## src/include/fmfb_defs.svh

```systemverilog
// Constants of the modem FIFO bridge
`ifndef FMFB_DEFS_SVH
`define FMFB_DEFS_SVH

// ----------------------------------------
// FIFO geometry
// ----------------------------------------
`define FMFB_DEPTH      32
`define FMFB_WIDTH      9
`define FMFB_PAR_BIT    8
`define FMFB_LVL_HI     4
`define FMFB_LVL_LO     1

// ----------------------------------------
// Threshold extension bits
// ----------------------------------------
`define FMFB_RX_THR_LSB 1'h1
`define FMFB_TX_THR_LSB 1'h0
`define FMFB_RX_THR_OFF 4'hF
`define FMFB_TX_THR_OFF 4'h0

// ----------------------------------------
// Event and mask bit positions
// ----------------------------------------
`define FMFB_EV_N       7
`define FMFB_EV_TX_LVL  0
`define FMFB_EV_TX_FULL 1
`define FMFB_EV_TX_EMPT 2
`define FMFB_EV_RX_LVL  3
`define FMFB_EV_RX_FULL 4
`define FMFB_EV_MDM_FE  5
`define FMFB_EV_URT_FE  6
`define FMFB_MASK_RST   7'h7F

`endif

```

## src/include/fmfb_pkg.sv

```systemverilog
// Types of the modem FIFO bridge
package fmfb_pkg;

	typedef enum logic [1:0] {
		FMFB_SPI_ONLY = 2'h0,
		FMFB_SPI_UART = 2'h1,
		FMFB_UBM      = 2'h2
	} fmfb_mode_e;

	typedef logic [8:0] fmfb_word_t;

endpackage

```

## src/include/fmfb_stream_if.sv

```systemverilog
// Valid/ready word stream between bridge modules
`timescale 1ns/1ns
interface fmfb_stream_if #(parameter int W = 9);
	logic         valid;
	logic         ready;
	logic [W-1:0] data;

	modport src (output valid, output data, input ready);
	modport snk (input valid, input data, output ready);
endinterface

```

## src/fmfb_bridge.sv

```systemverilog
// Transmit and receive FIFO bridge between host paths and FSK modem
`timescale 1ns/1ns
`include "fmfb_defs.svh"
module fmfb_bridge
	import fmfb_pkg::*;
#(
	parameter int FIFO_DEPTH = `FMFB_DEPTH,
	localparam int CW        = $clog2(FIFO_DEPTH) + 1
) (
	input  wire logic                     core_clk,
	input  wire logic                     nrst,
	input  wire logic                     modem_enable,
	input  wire fmfb_mode_e               mode,
	input  wire logic [3:0]               tx_threshold,
	input  wire logic [3:0]               rx_threshold,
	input  wire logic                     mask_wr,
	input  wire logic [`FMFB_EV_N-1:0]    mask_in,
	input  wire logic                     spi_tx_wr,
	input  wire fmfb_word_t               spi_tx_wdata,
	input  wire logic                     spi_tx_rd,
	input  wire logic                     spi_rx_rd,
	input  wire logic                     spi_rx_wr,
	input  wire logic                     crc_error,
	output      fmfb_word_t               rd_data,
	output      logic                     rd_full,
	output      logic                     rd_empty,
	output      logic [3:0]               rd_level,
	output      logic                     rd_valid,
	output      fmfb_word_t               peek_data,
	output      logic                     peek_valid,
	input  wire logic                     uart_char_valid,
	input  wire fmfb_word_t               uart_char_data,
	input  wire logic                     uart_char_stop_ok,
	input  wire logic                     uart_char_break,
	output      logic                     uart_in_ready,
	input  wire logic                     demod_char_valid,
	input  wire fmfb_word_t               demod_char_data,
	input  wire logic                     demod_char_stop_ok,
	output      logic                     demod_in_ready,
	input  wire logic                     clear_to_send,
	input  wire logic                     mod_ready,
	output      logic                     mod_valid,
	output      fmfb_word_t               mod_data,
	output      logic                     mod_send_mark,
	output      logic                     uart_tx_valid,
	input  wire logic                     uart_tx_ready,
	output      fmfb_word_t               uart_tx_data,
	output      logic                     tx_full_flag,
	output      logic                     tx_empty_flag,
	output      logic                     tx_level_flag,
	output      logic                     rx_full_flag,
	output      logic                     rx_empty_flag,
	output      logic                     rx_level_flag,
	output      logic [CW-1:0]            tx_fill,
	output      logic [CW-1:0]            rx_fill,
	output      logic                     modem_frame_err,
	output      logic                     uart_frame_err,
	output      logic                     irq_event
);
	if (FIFO_DEPTH < `FMFB_DEPTH) begin : g_chk
		$error("fmfb_bridge: FIFO_DEPTH below the level field span");
	end

	typedef struct packed {
		fmfb_word_t             rd_data;
		logic                   rd_full;
		logic                   rd_empty;
		logic [3:0]             rd_level;
		logic                   rd_valid;
		fmfb_word_t             peek;
		logic                   peek_valid;
		logic [`FMFB_EV_N-1:0]  mask;
		logic                   irq;
	} fmfb_top_s;

	fmfb_top_s             st_reg;
	fmfb_top_s             st_next;
	logic                  spi_mode;
	logic                  uart_mode;
	logic                  uart_take;
	logic                  rd_take;
	logic [`FMFB_EV_N-1:0] events;

	fmfb_stream_if #(.W(`FMFB_WIDTH)) uart_s  ();
	fmfb_stream_if #(.W(`FMFB_WIDTH)) tx_in_s ();
	fmfb_stream_if #(.W(`FMFB_WIDTH)) tx_out_s();
	fmfb_stream_if #(.W(`FMFB_WIDTH)) rx_in_s ();
	fmfb_stream_if #(.W(`FMFB_WIDTH)) rx_out_s();

	// ----------------------------------------
	// Mode decode
	// ----------------------------------------
	assign spi_mode  = mode == FMFB_SPI_ONLY;
	assign uart_mode = mode == FMFB_SPI_UART || mode == FMFB_UBM;
	// In UBM mode break command characters belong to the register path
	assign uart_take = uart_char_valid && modem_enable && uart_mode
		&& !(mode == FMFB_UBM && uart_char_break);

	// ----------------------------------------
	// Character checkers
	// ----------------------------------------
	fmfb_frame_check u_uart_chk (
		.core_clk     (core_clk),
		.nrst         (nrst),
		.char_valid   (uart_take),
		.char_data    (uart_char_data),
		.char_stop_ok (uart_char_stop_ok),
		.out_s        (uart_s),
		.frame_err    (uart_frame_err)
	);

	fmfb_frame_check u_demod_chk (
		.core_clk     (core_clk),
		.nrst         (nrst),
		.char_valid   (demod_char_valid && modem_enable),
		.char_data    (demod_char_data),
		.char_stop_ok (demod_char_stop_ok),
		.out_s        (rx_in_s),
		.frame_err    (modem_frame_err)
	);

	// ----------------------------------------
	// Transmit FIFO source select
	// ----------------------------------------
	assign tx_in_s.valid = spi_mode ? spi_tx_wr : uart_s.valid;
	assign tx_in_s.data  = spi_mode ? spi_tx_wdata : uart_s.data;
	assign uart_s.ready  = tx_in_s.ready;
	assign uart_in_ready = tx_in_s.ready;
	assign demod_in_ready = rx_in_s.ready;

	fmfb_fifo #(
		.W     (`FMFB_WIDTH),
		.DEPTH (FIFO_DEPTH)
	) u_tx_fifo (
		.core_clk (core_clk),
		.nrst     (nrst),
		.in_s     (tx_in_s),
		.out_s    (tx_out_s),
		.fill     (tx_fill),
		.full     (tx_full_flag),
		.empty    (tx_empty_flag)
	);

	// ----------------------------------------
	// Modulator drain
	// ----------------------------------------
	assign tx_out_s.ready = clear_to_send && modem_enable && mod_ready;
	assign mod_valid      = clear_to_send && modem_enable && tx_out_s.valid;
	assign mod_data       = tx_out_s.data;
	assign mod_send_mark  = clear_to_send && modem_enable && tx_empty_flag;

	// ----------------------------------------
	// Receive FIFO and its drains
	// ----------------------------------------
	fmfb_fifo #(
		.W     (`FMFB_WIDTH),
		.DEPTH (FIFO_DEPTH)
	) u_rx_fifo (
		.core_clk (core_clk),
		.nrst     (nrst),
		.in_s     (rx_in_s),
		.out_s    (rx_out_s),
		.fill     (rx_fill),
		.full     (rx_full_flag),
		.empty    (rx_empty_flag)
	);

	// Register reads only dequeue in SPI-only mode, never on a CRC error
	assign rd_take        = spi_mode && spi_rx_rd;
	assign rx_out_s.ready = uart_mode ? uart_tx_ready : (rd_take && !crc_error);
	assign uart_tx_valid  = uart_mode && rx_out_s.valid;
	assign uart_tx_data   = rx_out_s.data;

	// ----------------------------------------
	// Level flags and events
	// ----------------------------------------
	assign rx_level_flag = rx_fill > CW'({rx_threshold, `FMFB_RX_THR_LSB});
	assign tx_level_flag = tx_fill < CW'({tx_threshold, `FMFB_TX_THR_LSB});

	always_comb begin
		events                   = '0;
		events[`FMFB_EV_TX_LVL]  = tx_level_flag;
		events[`FMFB_EV_TX_FULL] = tx_full_flag;
		events[`FMFB_EV_TX_EMPT] = tx_empty_flag;
		events[`FMFB_EV_RX_LVL]  = rx_level_flag;
		events[`FMFB_EV_RX_FULL] = rx_full_flag;
		events[`FMFB_EV_MDM_FE]  = modem_frame_err;
		events[`FMFB_EV_URT_FE]  = uart_frame_err;
	end

	// ----------------------------------------
	// Register state
	// ----------------------------------------
	always_comb begin
		st_next          = st_reg;
		st_next.rd_valid = rd_take;
		// Writes to the receive register have no effect
		if (rd_take) begin
			st_next.rd_data  = rx_out_s.data;
			st_next.rd_full  = rx_full_flag;
			st_next.rd_empty = rx_empty_flag;
			st_next.rd_level = rx_fill[`FMFB_LVL_HI:`FMFB_LVL_LO];
		end
		st_next.peek_valid = spi_tx_rd;
		if (spi_tx_rd) begin
			st_next.peek = tx_out_s.data;
		end
		if (mask_wr) begin
			st_next.mask = mask_in;
		end
		st_next.irq = |(events & ~st_reg.mask);
	end

	always_ff @(posedge core_clk or negedge nrst) begin
		if (!nrst) begin
			st_reg      <= '0;
			st_reg.mask <= `FMFB_MASK_RST;
		end else begin
			st_reg <= st_next;
		end
	end

	assign rd_data    = st_reg.rd_data;
	assign rd_full    = st_reg.rd_full;
	assign rd_empty   = st_reg.rd_empty;
	assign rd_level   = st_reg.rd_level;
	assign rd_valid   = st_reg.rd_valid;
	assign peek_data  = st_reg.peek;
	assign peek_valid = st_reg.peek_valid;
	assign irq_event  = st_reg.irq;
endmodule

```

## src/fmfb_fifo.sv

```systemverilog
// Parameterised flip-flop FIFO with live fill count
`timescale 1ns/1ns
`include "fmfb_defs.svh"
module fmfb_fifo
	import fmfb_pkg::*;
#(
	parameter int W     = `FMFB_WIDTH,
	parameter int DEPTH = `FMFB_DEPTH
) (
	input  wire logic                     core_clk,
	input  wire logic                     nrst,
	fmfb_stream_if.snk                    in_s,
	fmfb_stream_if.src                    out_s,
	output      logic [$clog2(DEPTH):0]   fill,
	output      logic                     full,
	output      logic                     empty
);
	localparam int AW = $clog2(DEPTH);

	if (DEPTH < 2 || (DEPTH & (DEPTH - 1)) != 0) begin : g_chk
		$error("fmfb_fifo: DEPTH must be a power of two of at least 2");
	end

	typedef struct packed {
		logic [DEPTH-1:0][W-1:0] mem;
		logic [AW-1:0]           wp;
		logic [AW-1:0]           rp;
		logic [AW:0]             cnt;
	} fmfb_fifo_s;

	fmfb_fifo_s st_reg;
	fmfb_fifo_s st_next;
	logic       push;
	logic       pop;

	// ----------------------------------------
	// Handshakes
	// ----------------------------------------
	assign full        = st_reg.cnt == (AW+1)'(DEPTH);
	assign empty       = st_reg.cnt == '0;
	assign fill        = st_reg.cnt;
	assign in_s.ready  = !full;
	assign out_s.valid = !empty;
	assign out_s.data  = st_reg.mem[st_reg.rp];
	assign push        = in_s.valid && !full;
	assign pop         = out_s.ready && !empty;

	// ----------------------------------------
	// Next state
	// ----------------------------------------
	always_comb begin
		st_next = st_reg;
		if (push) begin
			st_next.mem[st_reg.wp] = in_s.data;
			st_next.wp             = st_reg.wp + 1'h1;
		end
		if (pop) begin
			st_next.rp = st_reg.rp + 1'h1;
		end
		st_next.cnt = st_reg.cnt + (AW+1)'(push) - (AW+1)'(pop);
	end

	always_ff @(posedge core_clk or negedge nrst) begin
		if (!nrst) begin
			st_reg <= '0;
		end else begin
			st_reg <= st_next;
		end
	end
endmodule

```

## src/fmfb_frame_check.sv

```systemverilog
// Stop-bit check that passes good characters and drops bad ones
`timescale 1ns/1ns
`include "fmfb_defs.svh"
module fmfb_frame_check
	import fmfb_pkg::*;
(
	input  wire logic       core_clk,
	input  wire logic       nrst,
	input  wire logic       char_valid,
	input  wire fmfb_word_t char_data,
	input  wire logic       char_stop_ok,
	fmfb_stream_if.src      out_s,
	output      logic       frame_err
);
	typedef struct packed {
		logic       valid;
		fmfb_word_t data;
		logic       err;
	} fmfb_fc_s;

	fmfb_fc_s st_reg;
	fmfb_fc_s st_next;

	// ----------------------------------------
	// Pass or drop
	// ----------------------------------------
	always_comb begin
		st_next       = st_reg;
		st_next.valid = char_valid && char_stop_ok;
		st_next.err   = char_valid && !char_stop_ok;
		if (char_valid) begin
			st_next.data = char_data;
		end
	end

	always_ff @(posedge core_clk or negedge nrst) begin
		if (!nrst) begin
			st_reg <= '0;
		end else begin
			st_reg <= st_next;
		end
	end

	assign out_s.valid = st_reg.valid;
	assign out_s.data  = st_reg.data;
	assign frame_err   = st_reg.err;
endmodule

```

## config.mk

```make
export PLATFORM = sky130hd
export DESIGN_NAME = fmfb_bridge
export DESIGN_NICKNAME = d
export VERILOG_FILES = /design/src/include/fmfb_pkg.sv /design/src/include/fmfb_stream_if.sv /design/src/fmfb_bridge.sv /design/src/fmfb_fifo.sv /design/src/fmfb_frame_check.sv
export VERILOG_INCLUDE_DIRS = /design/src /design/src/include
export SDC_FILE = /design/constraint.sdc
export NUM_CORES = 1
export LEC_CHECK = 0
export BUFFER_PORTS_ARGS = -buffer_cell sky130_fd_sc_hd__buf_4
export CAP_MARGIN = 25
export CORE_UTILIZATION = 40
export CTS_CLUSTER_SIZE = 25
export DETAILED_ROUTE_END_ITERATION = 10
export PLACE_DENSITY = 0.58
export SYNTH_ARGS = -nofsm -noshare
export SYNTH_HDL_FRONTEND = slang
export SYNTH_SLANG_ARGS = --single-unit
```

## constraint.sdc

```tcl
create_clock -name core_clk -period 7.4 [get_ports core_clk]
set_input_delay 0.74 -clock core_clk [delete_from_list [all_inputs] [get_ports core_clk]]
set_output_delay 0.74 -clock core_clk [all_outputs]
set_load 0.01 [all_outputs]
```

# Yosys cells after proc, flatten, opt, wreduce, memory -nomap -nowiden
# Index checks and enable logic that the tools add are counted.
[totals]
elab_cells = 155
rom_bits = 0
mem_count = 0
latch_bits = 0
out_inout_bits = 70
register_bits = 664
ramBits = 0
[op_classes]
n_eq_ne = 4
bitwise = 2
magnitude_cmp = 8
n_addsub = 8
shift = 0
n_reduce_logical = 35
div_mod_pow = 0
multipliers = 0
mux = 13
[op_table]
columns = ["cell", "count"]
rows = [
  ["bitwise mux 288 bit", 2],
  ["binary-select mux 9 bit (select 5 bit)", 2],
  ["demux 9 bit (select 5 bit)", 2],
  ["two-way mux 9 bit", 5],
  ["< comparator 5 x 6 -> 1 bit, second input constant", 4],
  ["logical AND 1 bit", 22],
  ["adder 5 x 1 -> 5 bit, second input constant", 4],
  ["adder 6 x 1 -> 6 bit", 2],
  ["== test 6 bit, second input constant", 2],
  ["zero test 6 bit", 2],
  ["subtractor 6 x 1 -> 6 bit", 2],
  [">= comparator 5 x 1 -> 1 bit, second input constant", 2],
  ["zero test 1 bit", 8],
  ["AND 7 bit", 1],
  ["inverter 7 bit", 1],
  ["OR reduction 7 bit", 1],
  ["> comparator 6 x 5 -> 1 bit", 1],
  ["< comparator 6 x 5 -> 1 bit", 1],
  ["== test 2 x 1 -> 1 bit, second input constant", 1],
  ["== test 2 bit, second input constant", 1],
  ["zero test 2 bit", 1],
  ["two-way mux 1 bit", 2],
  ["logical OR 1 bit", 1],
]

# Depth between registers and ports, before layout
# Gate-level depths: netlist of the first run.
[depth]
depth_word = 6
ltp_mapped = 16
ltp_nobuf = 15

# Modules after synthesis
# Synthesis of the first run repeated with hierarchy kept, for this count alone.
[unflattened]
hier_cells = 2040
hier_area_um2 = 30827.1
[by_module_without_submodules]
columns = ["module", "area_each_um2", "instances", "cells_per_inst"]
rows = [
  ["fmfb_fifo (u_tx_fifo)", 14137.3, 1, 934],
  ["fmfb_fifo (u_rx_fifo)", 14003.4, 1, 899],
  ["fmfb_bridge", 1825.5, 1, 161],
  ["fmfb_frame_check", 430.4, 2, 23],
]

# Worst setup path after synthesis of the first run
# No wires, ideal clock.
[synth_timing]
path_type = "input port to flip-flop"
from = "input port mode[0]"
to = "register u_rx_fifo.st_reg (netlist bit u_rx_fifo.fill[4])"
stages = 16
path_buffers = 1
arrival_time_ns = 3.286
setup_ns = 0.122
setup_slack_ns = 3.992
t_required_ns = 7.278
cell_sequence = "inv_1 > ha_1 > buf_2 > nand2_1 > or3_1 > a21oi_1 > ha_1 > inv_1 > ha_1 > inv_1 > fa_1 > inv_1 > a21oi_1 > nor2_1 > nor2_1 > xnor2_1"
[synth_lines]
columns = ["item", "line_no", "source"]
rows = [
  ["start, declared", "fmfb_bridge.sv:13", "input wire fmfb_mode_e mode,"],
  ["end signal, assigned", "fmfb_fifo.sv:67", "st_reg <= st_next;"],
  ["end, declared", "fmfb_fifo.sv:31", "fmfb_fifo_s st_reg;"],
]

# Final worst setup path of the first run
[layout_timing]
from = "register u_tx_fifo.st_reg[6] (netlist bit)"
to = "output port mod_data[2]"
[layout_between]
elab_chain_cells = 2
[layout_rtl]
columns = ["item", "line_no", "source"]
rows = [
  ["start, declared", "fmfb_fifo.sv:31", ""],
  ["start signal, assigned", "fmfb_fifo.sv:67", ""],
  ["binary-select mux 9 bit (select 5 bit)", "fmfb_fifo.sv:44", "assign out_s.data = st_reg.mem[st_reg.rp];"],
  ["two-way mux 9 bit (implied by the code)", "fmfb_fifo.sv:44", ""],
  ["end, declared", "fmfb_bridge.sv:43", "output fmfb_word_t mod_data,"],
]
# Every way passes these cells. The select of a mux whose other input is x is not followed.

==> results.json, run 1 <==
{
  "outcome": "finished clean",
  "crit_buf_inv": 2,
  "setup_viol": 0,
  "clk_latency_ns": 0.62,
  "cts_tree": "built",
  "core_area_um2": 74800,
  "ys_seq_area_share_pct": 54.6,
  "hold_path_class": "in -> async",
  "path_clk_slew_ns": 0.06,
  "setup_tns_ns": 0,
  "grt_pass1_wl_um": 118000,
  "synth_top_cell_area_share_pct": 54.0,
  "criticalPathCategory": "reg -> out",
  "crit_family": "buffers and inverters",
  "maxSlewViolCount": 0,
  "sequentialPowerShare_pct": 40.4,
  "cp-start-kind": "flop",
  "synthCells": 2464,
  "clkPwrFrac_pct": 28.3,
  "worstSetupEndpointType": "output pin",
  "final_antenna_net_count": 0,
  "cpMostUsedCell": "buf_4",
  "drive_above_1_share_pct": 29.8,
  "synth_edf_count": 0,
  "final_cells": 3510,
  "clock_tree.buffer_depth": 3,
  "port_buffers": 129,
  "holdWs_ns": 0.208,
  "num_rows": 100,
  "fin_nets": 2589,
  "swShare_pct": 33.6,
  "share_comb_of_total_power_pct": 31.3,
  "synthDistinctLibCells": 58,
  "dieArea_um2": 77200,
  "synth_top_area_cell": "dfrtp_1",
  "cp.required_ns": 6.66,
  "clockRootBuffer": "clkbuf_16",
  "post_cts_resized": 0,
  "maxSlewHeadroom_pct": 33.8,
  "synth_nets": 2564,
  "grt_pass1_vias": 19944,
  "grt_max_degree": 166,
  "max_cap_viol_count": 0,
  "wire_per_inst_um": 21.4,
  "ios": 131,
  "post-route-period-util_pct": 61.1,
  "syn_area_per_cell_um2": 12.4,
  "cp_slowest_cell": "dfrtp_4",
  "place_congestion": 0.809,
  "rsz0062_at_grt": "no",
  "synthTopCellsByCount": "657 x dfrtp_1, 346 x mux2_2, 223 x nor2_1",
  "r2r-start": "u_tx_fifo.st_reg[6]",
  "grt_overflow": 0,
  "via_count": 19094,
  "cts_sinks": 664,
  "hpwl_um": 49400,
  "worstPathMaxFanout": 45,
  "hold_buffers": 0,
  "antenna_found_initial": 1,
  "power_density_nw_per_um2": 365,
  "postCtsSetupRepairBufs": 0,
  "drt_iter0_drc": 1083,
  "synth_warnings": 0,
  "multiInputGateArea_um2": 12700,
  "power_mw": 12.6,
  "diodes": 0,
  "synthFlopType": "dfrtp_1",
  "chipWidth_um": 278,
  "start_util_pct": 40.7,
  "vias_per_cell": 5.44,
  "worstMarginPinSlew_ns": 0.989,
  "finalClockSkew_ns": 0.0224,
  "htree_levels": 3,
  "drt-pass1-iter-count": 5,
  "totalWireLength_um": 75000,
  "hold_violations": 0,
  "grt_usage_pct": 19.7,
  "path_cells": "buf_4, mux2i_1, o22ai_1, a211oi_1, a22oi_1, buf_4",
  "areaGrowthSynthToFinish_pct": 13.5,
  "fp.dieH_um": 278,
  "max-vdd-ir-drop_mv": 0.202,
  "netlist_top_cells_area": "dfrtp_1 54%, mux2_2 13%, mux4_2 6.7%",
  "slowest_delay_ns": 0.89,
  "synth_area_um2": 30500,
  "ys_ff_latch": 664,
  "async_flop_share_pct": 100,
  "drc": 0,
  "p_sw_mw": 4.24,
  "power.internal_mw": 8.38,
  "num-fill-cells": 6753,
  "fmax_mhz": 221,
  "area.sequential_um2": 16600,
  "placed_cells": 3377,
  "critical_path.startpoint": "u_tx_fifo.st_reg[6]",
  "p_leak_nw": 16.3,
  "numCtsBuffers": 74,
  "crit_arrival_ns": 3.78,
  "yosysMostFrequentCell": "dfrtp_1",
  "period_minus_slack_ns": 4.52
}
per-stage QoR:
| step | worst slack, ns | utilization, % | cell area, um2 |
|---|---|---|---|
| after floorplan | 3.99 | - | 30500 |
| after global placement | 3.41 | 42.6 | 31900 |
| after detailed placement | 3.37 | 42.9 | 32100 |
| after CTS | 2.82 | 46.0 | 34400 |
| after global routing | 2.70 | 46.2 | 34600 |
| final | 2.88 | 46.2 | 34600 |
power by group through the flow:
stage | Clock [mW] | Sequential, mW | Combinational, mW
after floorplan | 0 | 4.81 | 2.96
after global placement | 0 | 5.11 | 3.82
after detailed placement | 0 | 5.17 | 3.96
after CTS | 3.67 | 5.11 | 3.97
after global routing | 3.81 | 5.21 | 4.30
final | 3.58 | 5.10 | 3.95
final timing paths:
| check | slack, ns | cells past startpoint | end |
|---|---|---|---|
| max | 2.88 | 6 | mod_data[2] |
| max in group asynchronous | 5.26 | 3 | u_rx_fifo.st_reg[301] |
| min reg2reg | 0.48 | 2 | u_tx_fifo.st_reg[66] |
| min | 0.21 | 1 | u_tx_fifo.st_reg[61] |
| max reg2reg | 4.01 | 6 | peek_data[2] |
| min in group core_clk | 0.28 | 2 | u_uart_chk.frame_err |
cells by family (layout without fill, tap and decap cells):
logic type,after synthesis,count (layout),synth area share [%]
DFF,664,664,54.6
adders and majority gates,39,39,1.65
xor gates and xnor gates,24,24,0.690
buffers and inverters,256,333,4.04
AOI/OAI and AO/OA,420,420,7.72
and+or+nand+nor,494,494,7.51
muxes,567,567,23.8
layout by cell type (no fill, tap or decap), drive strengths merged, types with 11 or more instances in the layout:
cell,count
nand4,15
buf,166
nor2,224
nand3,12
o21ai,137
mux2,348
clkbuf,106
ha,37
nand2,168
dfrtp,657
a21oi,190
inv,44
o22ai,25
and3,11
mux2i,129
mux4,90
a22oi,18
xnor2,16
clkinv,12
final cells by class:
type / count / area share (%)
Tap cell: 969 / 3.51
Sequential cell: 664 / 48.1
Clock buffer: 106 / 6.17
Multi-Input combinational cell: 1544 / 36.8
Inverter: 39 / 0.424
Timing Repair Buffer: 166 / 4.31
Clock inverter: 22 / 0.645
per-layer routing:
metal	global-route usage (%)	up-vias	wire length (um)
met4	5.24	0	1670
li1	-	8756	-
met5	0	-	0
met3	3.07	114	2840
met1	25.7	9880	32300
met2	34.1	344	38200
(Power assumes the default switching activity.)
==> run 2: changes to the inputs <==
--- a/config.mk
+++ b/config.mk
@@ -11,7 +11,7 @@
 export CORE_UTILIZATION = 40
 export CTS_CLUSTER_SIZE = 25
 export DETAILED_ROUTE_END_ITERATION = 10
-export PLACE_DENSITY = 0.58
+export PLACE_DENSITY = 0.6
 export SYNTH_ARGS = -nofsm -noshare
 export SYNTH_HDL_FRONTEND = slang
 export SYNTH_SLANG_ARGS = --single-unit
==> constraint.sdc (replaced) <==
create_clock -name core_clk -period 3.96 [get_ports core_clk]
set_input_delay 0.396 -clock core_clk [delete_from_list [all_inputs] [get_ports core_clk]]
set_output_delay 0.396 -clock core_clk [all_outputs]
set_load 0.01 [all_outputs]
==> results.json, run 2 (synthesis gave the netlist of run 1 again) <==
{
  "path_clk_slew_ns": 0.06,
  "fmax_mhz": 280,
  "via_count": 19529,
  "fin_nets": 2635,
  "setup_viol": 0,
  "p_leak_nw": 16.5,
  "post-route-period-util_pct": 90.3,
  "totalWireLength_um": 75200,
  "power_density_nw_per_um2": 677,
  "critical_path.startpoint": "u_tx_fifo.st_reg[6]",
  "reg2reg_depth": 13,
  "maxSlewViolCount": 0,
  "maxSlewHeadroom_pct": 30.4,
  "port_buffers": 129,
  "diodes": 0,
  "place_ws_ns": 0.690,
  "clockRootBuffer": "clkbuf_16",
  "cts_tree": "built",
  "rrSetupSlack_ns": 1.12,
  "cp.required_ns": 3.56,
  "outcome": "finished clean",
  "holdCritStartpoint": "demod_char_data[2]",
  "grt_overflow": 0,
  "place_congestion": 0.816,
  "final_antenna_net_count": 0,
  "clock_tree.buffer_depth": 3,
  "cp-start-kind": "flop",
  "htree_levels": 3,
  "worstSetupEndpointType": "output pin",
  "vias_per_cell": 5.49,
  "max-vdd-ir-drop_mv": 0.355,
  "grt_pass1_vias": 20217,
  "clk_latency_ns": 0.62,
  "cts_sinks": 664,
  "crit_end": "mod_data[4]",
  "r2r-start": "u_rx_fifo.fill[2]",
  "areaGrowthSynthToFinish_pct": 14.8,
  "reg2reg_to": "u_rx_fifo.fill[5]",
  "crit_arrival_ns": 3.18,
  "rsz0062_at_grt": "no",
  "cp_slowest_cell": "dfrtp_4",
  "hold_violations": 0,
  "most-common-layout-cells": "653 x dfrtp_1, 346 x mux2_2, 223 x nor2_1",
  "max_cap_viol_count": 0,
  "dieArea_um2": 77200,
  "criticalPathCategory": "reg -> out",
  "path_cells": "buf_4, mux4_2, a22oi_1, a22oi_1, buf_4",
  "numCtsBuffers": 75,
  "period_minus_slack_ns": 3.57,
  "fp.dieH_um": 278,
  "drive_above_1_share_pct": 30.0,
  "drt-pass1-iter-count": 5,
  "ios": 131,
  "hpwl_um": 49700,
  "worstMarginPinSlew_ns": 1.02,
  "dpl-instance-area_um2": 32300,
  "grt_pass1_wl_um": 118000,
  "core_area_um2": 74800,
  "wire_per_inst_um": 21.1,
  "antenna_found_initial": 0,
  "slowest_delay_ns": 0.74,
  "hold_path_class": "in -> reg",
  "grt_max_degree": 101,
  "worstPathMaxFanout": 22,
  "finalClockSkew_ns": 0.0266,
  "setup_tns_ns": 0,
  "drt_iter0_drc": 1177,
  "fin_ws_ns": 0.385,
  "grt_usage_pct": 19.7,
  "design_area_um2": 35000,
  "num_rows": 100,
  "start_util_pct": 40.7,
  "chipWidth_um": 278,
  "final_common_cell": "dfrtp_1",
  "drc": 0
}
[run 2: cell types whose count changed in the layout (fill, tap and decap cells not counted), moves of 4 or more]
cell           change
clkinv_2           -5
buf_4             +22
dlygate4sd3_1     +21
buf_16             -4
clkbuf_1           +5
buf_12             +8
[run 2: where the power goes]
| group | switching [mW] | internal, mW |
|---|---|---|
| logic | 3.92 | 3.52 |
| registers | 1.24 | 8.32 |
| clock network | 2.71 | 3.96 |
| total | 7.87 | 15.8 |
[run 2: critical path: cells and delay by family, from the launching register on]
family,cells,cell delay (ns)
AOI/OAI and AO/OA,2,0.58
buffers and inverters,2,0.68
DFF,1,0.74
muxes,1,0.56
[run 2: repair_timing]
item,CTS,global route
hold buffers,21,0
endpoints found under the hold margin,108,0
setup buffers,0,0
gates resized for setup,0,0
[run 2: area by class of cell]
| type | instances | area [um2] |
|---|---|---|
| well taps | 969 | 1210 |
| fillers | 6693 | 39900 |
| flip-flops and latches | 664 | 16600 |
| inverters | 39 | 146 |
| multi-input cells | 1544 | 12700 |
| clock buffers | 116 | 2240 |
| repair buffers | 211 | 1890 |
| clock inverters | 13 | 130 |
[run 2: how the worst min path moves through the flow]
stage,end,cells past startpoint
after floorplan,irq_event,0
after global placement,u_tx_fifo.st_reg[65],2
after detailed placement,u_tx_fifo.st_reg[59],2
after CTS,u_demod_chk.out_s.data[2],2
after global routing,u_demod_chk.out_s.data[0],2
final,u_demod_chk.out_s.data[2],2
[run 2: through the flow]
| step | hold WS [ns] | cells | utilization [%] | power (mW) |
|---|---|---|---|---|
| 3_3_place_gp | 0.456 | 3398 | 43.0 | 16.8 |
| 5_1_grt | 0.0102 | 3556 | 46.7 | 24.9 |
| 2_1_floorplan | 0.100 | 2464 | - | 14.5 |
| 3_5_place_dp | 0.466 | 3403 | 43.2 | 17.1 |
| 6_report | 0.0338 | 3556 | 46.7 | 23.7 |
| 4_1_cts | 0.00180 | 3553 | 46.6 | 23.9 |
[run 2: routing by layer]
layer | GRT usage, % | part of all wire [%]
met1 | 25.8 | 43
met2 | 32.9 | 49
met3 | 3.16 | 4.0
met4 | 7.49 | 3.2
met5 | 0 | 0
